==> config.mk <==
export PLATFORM = sky130hd
export DESIGN_NAME = talk_mode_responder
export DESIGN_NICKNAME = d
export VERILOG_FILES = /design/src/talk_pkg.sv /design/src/talk_mode_responder.sv
export SDC_FILE = /design/constraint.sdc
export NUM_CORES = 2
export LEC_CHECK = 0
export BUFFER_PORTS_ARGS = -buffer_cell sky130_fd_sc_hd__buf_2
export CAP_MARGIN = 30
export CORE_UTILIZATION = 45
export CTS_CLUSTER_SIZE = 12
export DETAILED_ROUTE_END_ITERATION = 10
export PLACE_DENSITY = 0.72
export RECOVER_POWER = 50
export SYNTH_ARGS = -nofsm -noshare
export SYNTH_HDL_FRONTEND = slang
export SYNTH_SLANG_ARGS = --single-unit
==> constraint.sdc <==
create_clock -name clk_i -period 6.19 [get_ports clk_i]
set_input_delay 0.619 -clock clk_i [delete_from_list [all_inputs] [get_ports clk_i]]
set_output_delay 0.619 -clock clk_i [all_outputs]
set_load 0.005 [all_outputs]
==> src/talk_pkg.sv <==
// constants, register map and types for the talk mode responder
// assumes a 32-bit avalon-mm slave port with byte addresses
//
// Summary of operation
// - talk modes 0..6 chosen by response_format_select; held until changed
// - array output enters mode 7; direct 7 refused; left after transfer
// - after reset the current talk mode is 0
// - a talk request answers in the current mode with no other command
// - mode 0: error flag then floating point measurement
// - mode 1: error flag, fixed point value and unit code
// - mode 2: zero, measurement error code 0..99, zero
// - a mode 2 report clears the stored error
// - of several errors the earliest one is kept
// - modes 3 and 8 give no error-with-message answer
// - out-of-range numeric entry stores code 1
// - underrange stores code 3, overrange stores code 4
// - autorange below range 0 stores code 5
// - failed zeroing stores code 6
// - frequency out of range stores code 24 and resets frequency
// - calibration off reference level stores code 39
// - calibration before filter full stores code 42
// - offset calibration without full scale stores code 96
// - protection jumper engaged stores 97, uninitialised memory 98
// - code 99 marks the bus interface option as absent
// - three listen arrays: ac linearity, dc and hf calibration data
// - three talk arrays dump the same data on the next talk
// - array output builds a talk buffer sent once at next talk
// - clear ends array talk mode and restores the chosen mode
// - mode 6: active parameter number and value, 0 means none
package talk_pkg;
  localparam logic [2:0] A_MODE   = 3'h0;
  localparam logic [2:0] A_CMD    = 3'h1;
  localparam logic [2:0] A_STAT   = 3'h2;
  localparam logic [2:0] A_ERR    = 3'h3;
  localparam logic [2:0] A_RESP0  = 3'h4;
  localparam logic [2:0] A_RESP1  = 3'h5;
  localparam logic [2:0] A_RESP2  = 3'h6;
  localparam logic [2:0] A_ARRAY  = 3'h7;

  localparam logic [3:0] MODE_FLOAT = 4'h0;
  localparam logic [3:0] MODE_UNITS = 4'h1;
  localparam logic [3:0] MODE_ERROR = 4'h2;
  localparam logic [3:0] MODE_MSG   = 4'h3;
  localparam logic [3:0] MODE_PARAM = 4'h6;
  localparam logic [3:0] MODE_ARRAY = 4'h7;
  localparam logic [3:0] MODE_RESET = 4'h0;

  // command register bits
  localparam int C_TALK  = 0;
  localparam int C_CLEAR = 1;
  localparam int C_DUMP  = 2;
  localparam int C_LOAD  = 3;
  localparam int C_KLO   = 4;

  localparam int NKIND  = 3;
  localparam int NWORD  = 8;
  localparam int NEVT   = 12;
  localparam logic [1:0] KIND_AC = 2'h0;
  localparam logic [1:0] KIND_DC = 2'h1;
  localparam logic [1:0] KIND_HF = 2'h2;

  // event input bit to stored error code
  localparam logic [6:0] ERR_NONE = 7'h00;
  localparam logic [NEVT-1:0][6:0] ERR_CODE = {
    7'h63, 7'h62, 7'h61, 7'h60, 7'h2a, 7'h18,
    7'h27, 7'h06, 7'h05, 7'h04, 7'h03, 7'h01};
  localparam int EV_FREQ = 6;

  typedef enum logic [0:0] {
    TM_DIRECT = 1'b0,
    TM_ARRAY  = 1'b1
  } tm_state_t;
endpackage

==> src/talk_mode_responder.sv <==
// talk mode responder: mode state, response words, error latch
// assumes avalon-mm master holding requests until waitrequest is low
//
// Implementation choices: the Avalon-MM interface to the registers and the register offsets.
module talk_mode_responder (
  input  wire logic        clk_i,
  input  wire logic        rst_i,
  input  wire logic        ce_i,
  input  wire logic [4:0]  address_i,
  input  wire logic        read_i,
  input  wire logic        write_i,
  input  wire logic [31:0] writedata_i,
  output logic [31:0]      readdata_o,
  output logic             waitrequest_o,
  input  wire logic [11:0] err_evt_i,
  input  wire logic        meas_err_i,
  input  wire logic [31:0] meas_float_i,
  input  wire logic [31:0] meas_fixed_i,
  input  wire logic [2:0]  meas_unit_i,
  input  wire logic [7:0]  param_num_i,
  input  wire logic [31:0] param_val_i,
  output logic [3:0]       active_mode_o,
  output logic [6:0]       err_code_o,
  output logic             talk_done_o,
  output logic             freq_reset_o
);
  typedef struct packed {
    logic [3:0]  sel;
    talk_pkg::tm_state_t st;
    logic [1:0]  ld_kind;
    logic [2:0]  ld_idx;
    logic [2:0]  rd_idx;
    logic [talk_pkg::NKIND-1:0][talk_pkg::NWORD-1:0][15:0] cal;
    logic [talk_pkg::NWORD-1:0][15:0] tbuf;
    logic [1:0]  tkind;
    logic [6:0]  err;
    logic        refused;
    logic        valid;
    logic [31:0] resp0;
    logic [31:0] resp1;
    logic [31:0] resp2;
    logic        wreq;
    logic [3:0]  amode;
    logic [31:0] rdata;
    logic        done;
    logic        frst;
  } state_t;

  state_t q;
  state_t d;

  logic       req;
  logic       ack;
  logic [2:0] widx;
  logic [6:0] new_code;
  logic       new_evt;
  logic [3:0] mode_now;

  assign req  = read_i | write_i;
  assign ack  = req & ~q.wreq;
  assign widx = address_i[4:2];

  // lowest event bit wins among simultaneous events
  always_comb begin
    new_code = talk_pkg::ERR_NONE;
    new_evt  = 1'b0;
    for (int i = talk_pkg::NEVT - 1; i >= 0; i--) begin
      if (err_evt_i[i]) begin
        new_code = talk_pkg::ERR_CODE[i];
        new_evt  = 1'b1;
      end
    end
  end

  always_comb begin
    d = q;
    d.done = 1'b0;
    d.frst = err_evt_i[talk_pkg::EV_FREQ];
    mode_now = (q.st == talk_pkg::TM_ARRAY) ? talk_pkg::MODE_ARRAY : q.sel;
    // wreq low for one cycle: request seen, answer next cycle
    d.wreq = ~(req & q.wreq);
    if (req & q.wreq & read_i) begin
      case (widx)
        talk_pkg::A_MODE:  d.rdata = {24'h0, mode_now, q.sel};
        talk_pkg::A_STAT:  d.rdata = {29'h0, q.refused,
                                      q.st == talk_pkg::TM_ARRAY, q.valid};
        talk_pkg::A_ERR:   d.rdata = {25'h0, q.err};
        talk_pkg::A_RESP0: d.rdata = q.resp0;
        talk_pkg::A_RESP1: d.rdata = q.resp1;
        talk_pkg::A_RESP2: d.rdata = q.resp2;
        talk_pkg::A_ARRAY: d.rdata = {16'h0, q.tbuf[q.rd_idx]};
        default:           d.rdata = 32'h0;
      endcase
    end

    if (ack && read_i && widx == talk_pkg::A_ARRAY) begin
      d.rd_idx = q.rd_idx + 3'h1;
    end

    if (ack && write_i) begin
      case (widx)
        talk_pkg::A_MODE: begin
          if (writedata_i[3:0] < talk_pkg::MODE_ARRAY) begin
            d.sel = writedata_i[3:0];
          end else begin
            d.refused = 1'b1;
          end
        end
        talk_pkg::A_CMD: begin
          if (writedata_i[talk_pkg::C_CLEAR]) begin
            d.st      = talk_pkg::TM_DIRECT;
            d.refused = 1'b0;
          end
          if (writedata_i[talk_pkg::C_LOAD]) begin
            d.ld_kind = writedata_i[talk_pkg::C_KLO +: 2];
            d.ld_idx  = 3'h0;
          end
          if (writedata_i[talk_pkg::C_DUMP] &&
              writedata_i[talk_pkg::C_KLO +: 2] != 2'h3) begin
            d.st    = talk_pkg::TM_ARRAY;
            d.tkind = writedata_i[talk_pkg::C_KLO +: 2];
            d.tbuf  = q.cal[writedata_i[talk_pkg::C_KLO +: 2]];
          end
          if (writedata_i[talk_pkg::C_TALK]) begin
            d.done  = 1'b1;
            d.valid = 1'b1;
            d.resp0 = 32'h0;
            d.resp1 = 32'h0;
            d.resp2 = 32'h0;
            case (mode_now)
              talk_pkg::MODE_FLOAT: begin
                d.resp0 = {31'h0, meas_err_i};
                d.resp1 = meas_float_i;
              end
              talk_pkg::MODE_UNITS: begin
                d.resp0 = {31'h0, meas_err_i};
                d.resp1 = meas_fixed_i;
                d.resp2 = {29'h0, meas_unit_i};
              end
              talk_pkg::MODE_ERROR: begin
                d.resp1 = {25'h0, q.err};
                d.err   = talk_pkg::ERR_NONE;
              end
              talk_pkg::MODE_MSG: begin
                d.valid = 1'b0;
              end
              talk_pkg::MODE_PARAM: begin
                d.resp0 = {24'h0, param_num_i};
                d.resp1 = param_val_i;
              end
              talk_pkg::MODE_ARRAY: begin
                d.resp0  = {30'h0, q.tkind};
                d.resp1  = talk_pkg::NWORD;
                d.rd_idx = 3'h0;
                d.st     = talk_pkg::TM_DIRECT;
              end
              default: begin
                d.resp0 = 32'h0;
              end
            endcase
          end
        end
        talk_pkg::A_ARRAY: begin
          if (q.ld_kind != 2'h3) begin
            d.cal[q.ld_kind][q.ld_idx] = writedata_i[15:0];
            d.ld_idx = q.ld_idx + 3'h1;
          end
        end
        default: begin
          d.refused = q.refused;
        end
      endcase
    end

    // set after clear: an event in the clearing cycle is kept
    if (d.err == talk_pkg::ERR_NONE) begin
      if (ack && write_i && widx == talk_pkg::A_ERR &&
          writedata_i[6:0] != talk_pkg::ERR_NONE) begin
        d.err = writedata_i[6:0];
      end else if (new_evt) begin
        d.err = new_code;
      end
    end

    // active mode kept in a flop so the output is registered
    d.amode = (d.st == talk_pkg::TM_ARRAY) ? talk_pkg::MODE_ARRAY :
                                             d.sel;
  end

  always_ff @(posedge clk_i) begin
    if (rst_i) begin
      q        <= '0;
      q.sel    <= talk_pkg::MODE_RESET;
      q.st     <= talk_pkg::TM_DIRECT;
      q.wreq   <= 1'b1;
      q.amode  <= talk_pkg::MODE_RESET;
      q.err    <= talk_pkg::ERR_NONE;
    end else if (ce_i) begin
      q <= d;
    end
  end

  assign readdata_o    = q.rdata;
  assign waitrequest_o = q.wreq;
  assign active_mode_o = q.amode;
  assign err_code_o    = q.err;
  assign talk_done_o   = q.done;
  assign freq_reset_o  = q.frst;
endmodule

==> impl_metrics.py <==
metrics = {
    "clock_tree": {
        "cts_tree": "yes",
        "cts_setup_buffers": 0,
        "cts_root_buffer": "clkbuf_16",
        "post_cts_resized": 0,
        "clock_latency_ps": 600,
        "cts.clk_slew.worst_paths_ps": 60,
        "hold_buffers": 0,
        "clkSinkCount": 618,
        "htree_num_levels": 3,
        "cts_buffers": 66,
        "clockBufferDepth": 3,
    },
    "outcome": {
        "violations": "capacitance limit, slew limit",
        "status": "finished with violations",
    },
    "setup_path": {
        "critPathMaxFanout": 31,
        "start_kind": "input port",
        "crit_start": "address_i[2]",
        "r2r_start": "q[658]",
        "timing.rr.end": "readdata_o[7]",
        "r2r_slack_ps": 1980,
        "worstSetupEndpointType": "register",
        "arrival_ps": 4900,
        "required_ps": 6710,
        "rr_worst_depth": 4,
        "worst-setup-path-type": "input port to register",
    },
    "die": {
        "die_area_um2": 61800,
        "die_x_um": 249,
        "start_util": 0.454,
        "fp.dieH_um": 249,
        "core_um2": 60200,
        "ios": 208,
        "rows": 90,
    },
    "synth": {
        "synth_edf_count": 0,
        "syn_inst": 3028,
        "synth_area_um2": 27400,
        "ys_seq_area_frac": 0.452,
        "ys.flop_type": "dfxtp_1",
        "synthDistinctLibCells": 66,
        "syn_nets": 3192,
        "synthArstFlopShare": 0,
        "syn_area_per_cell_um2": 9.03,
        "synth_warnings": 0,
        "ys_ff_latch": 618,
    },
    "global_routing": {
        "grt_pass1_vias": 20403,
        "overflow": 0,
        "grtUsageTotal": 0.225,
        "grt_max_degree": 206,
        "antenna_found_initial": 2,
        "grt_pass1_wl_mm": 113,
    },
    "power": {
        "total_power_mw": 8.21,
        "p_switching_mw": 1.90,
        "intPower_mw": 6.32,
        "swShare": 0.231,
        "power_leakage_nw": 10.1,
        "seq_power_share": 0.490,
        "irDropWorstVdd_uv": 156,
        "pwr-share-comb": 0.050,
        "clkPwrFrac": 0.460,
        "power_density_nw_per_um2": 274,
    },
    "placement": {
        "dp_hpwl_mm": 42.4,
        "place.gp.congestion": 0.864,
        "post_dp_cell_area_um2": 28000,
        "portBuffers": 189,
    },
    "timing": {
        "fin_skew_ps": 17.4,
        "hold_viol_final": 0,
        "setup_viol": 0,
        "max-slew-margin-rel": -1.19,
        "fmax_mhz": 228,
        "finalSetupTns_ps": 0,
        "period_needed_ps": 4390,
        "tightest_slew_ps": 3290,
        "rsz0062_at_grt": "false",
        "period_share": 0.708,
        "maxSlewViolCount": 220,
    },
    "final_layout": {
        "fin_nets": 3151,
        "utilization": 0.497,
        "multi_input_area_um2": 13300,
        "seqCellArea_um2": 12400,
        "mostFrequentLayoutCell": "nor2_1",
        "fillers": 5615,
        "area_growth_pct": 9.44,
        "drive_gt1_frac": 0.113,
        "mostFrequentLayoutCells": "nor2_1 (620), dfxtp_1 (616), mux2i_1 (461)",
        "post-route-cell-area_um2": 29900,
    },
    "routing": {
        "wl_per_cell_um": 18.6,
        "vias_per_cell": 5.62,
        "drt_pass1_iterations": 5,
        "drc_errors": 0,
        "drtAntennaViolNets": 0,
        "wirelength_mm": 70.9,
        "vias": 21406,
        "drt_iter0_markers": 1829,
    },
    "flow_run": {
        "maxCapViolCount": 8,
    },
    "min_path": {
        "hold_path_depth": 3,
        "worst_hold_path_type": "input port to register",
    },
}
==> power by group through the flow <==
stage | sequential, mW | clock (mW) | combinational, mW
global placement | 4.11 | 0 | 0.403
detailed placement | 4.12 | 0 | 0.408
CTS | 4.03 | 3.84 | 0.409
floorplan | 4.10 | 0 | 0.278
finish | 4.03 | 3.78 | 0.409
global route | 4.03 | 4.00 | 0.443
==> layer usage <==
layer / up-vias / GRT usage / wire length, µm
met5: - / 0 / 0
met1: 10206 / 0.291 / 31600
met3: 148 / 0.0498 / 4600
met4: 0 / 0.0969 / 2620
li1: 10390 / - / -
met2: 662 / 0.361 / 32100
==> worst max-delay path, cell delays in order <==
cell and delay [ps]:
clkbuf_1 900, and3_1 530, nand4_1 330, nor3_1 2130, nand2_1 160, a21oi_1 220
==> logic make-up (layout without fill, tap and decap cells) <==
logic type | after synthesis | count (layout) | synth area share
DFF | 618 | 618 | 0.452
buffers and inverters | 341 | 340 | 0.0612
other | 0 | 2 | 0
AOI/OAI and AO/OA | 633 | 633 | 0.143
muxes | 494 | 494 | 0.195
adders and majority gates | 2 | 2 | 0.000915
and+or+nand+nor | 936 | 936 | 0.146
xor gates and xnor gates | 4 | 4 | 0.00128
==> synth_stat cells, types with 3 or more instances <==
library cell | instances | share of area
o31ai_1 | 3 | 0.00082
nor2_4 | 7 | 0.0029
mux2i_1 | 461 | 0.17
nor2_8 | 7 | 0.0051
inv_1 | 11 | 0.0015
nand2_1 | 198 | 0.027
nand3_1 | 18 | 0.0033
buf_2 | 71 | 0.013
a221oi_1 | 7 | 0.0022
nand2b_1 | 3 | 0.00069
a2111oi_0 | 6 | 0.0019
nor3_1 | 15 | 0.0027
buf_1 | 17 | 0.0023
o21ai_0 | 85 | 0.016
o2bb2ai_1 | 25 | 0.0080
nor2_1 | 618 | 0.085
o22ai_1 | 17 | 0.0039
or3_1 | 4 | 0.00091
buf_6 | 14 | 0.0058
a31oi_1 | 7 | 0.0016
xnor2_1 | 3 | 0.00096
buf_4 | 53 | 0.015
dfxtp_1 | 618 | 0.45
clkbuf_1 | 175 | 0.024
nor4_1 | 7 | 0.0016
and3_1 | 9 | 0.0021
a22oi_1 | 63 | 0.017
a21oi_1 | 269 | 0.049
or2_1 | 3 | 0.00069
or4_1 | 3 | 0.00082
nor2_2 | 8 | 0.0018
a211oi_1 | 134 | 0.037
mux4_2 | 32 | 0.026
nor4b_1 | 3 | 0.00096
nor2b_1 | 13 | 0.0030
==> worst min-delay path by stage <==
stage,from,endpoint,slack [ps]
after floorplan,q[106],q[106],430
after global placement,register,register,440
after detailed placement,register,register,450
after CTS,meas_unit_i[1],q[40],250
after global routing,meas_unit_i[1],q[40],270
final,meas_unit_i[1],q[40],270
==> final cells by class <==
class                   count  share of cell area
multi-input cells        2069               0.444
flip-flops and latches    618               0.413
clock buffers              96              0.0630
repair buffers            221              0.0409
well taps                 782              0.0327
clock inverters            12             0.00493
inverters                  11             0.00138
diodes                      2            0.000167
==> through the flow <==
step	instances	hold WS, ps	setup WS [ps]
final	3811	272	1800
after global routing	3810	265	1540
after CTS	3809	248	3110
after detailed placement	3701	447	2520
after global placement	3696	442	2560
after floorplan	3028	429	4040
(Power assumes the default switching activity.)
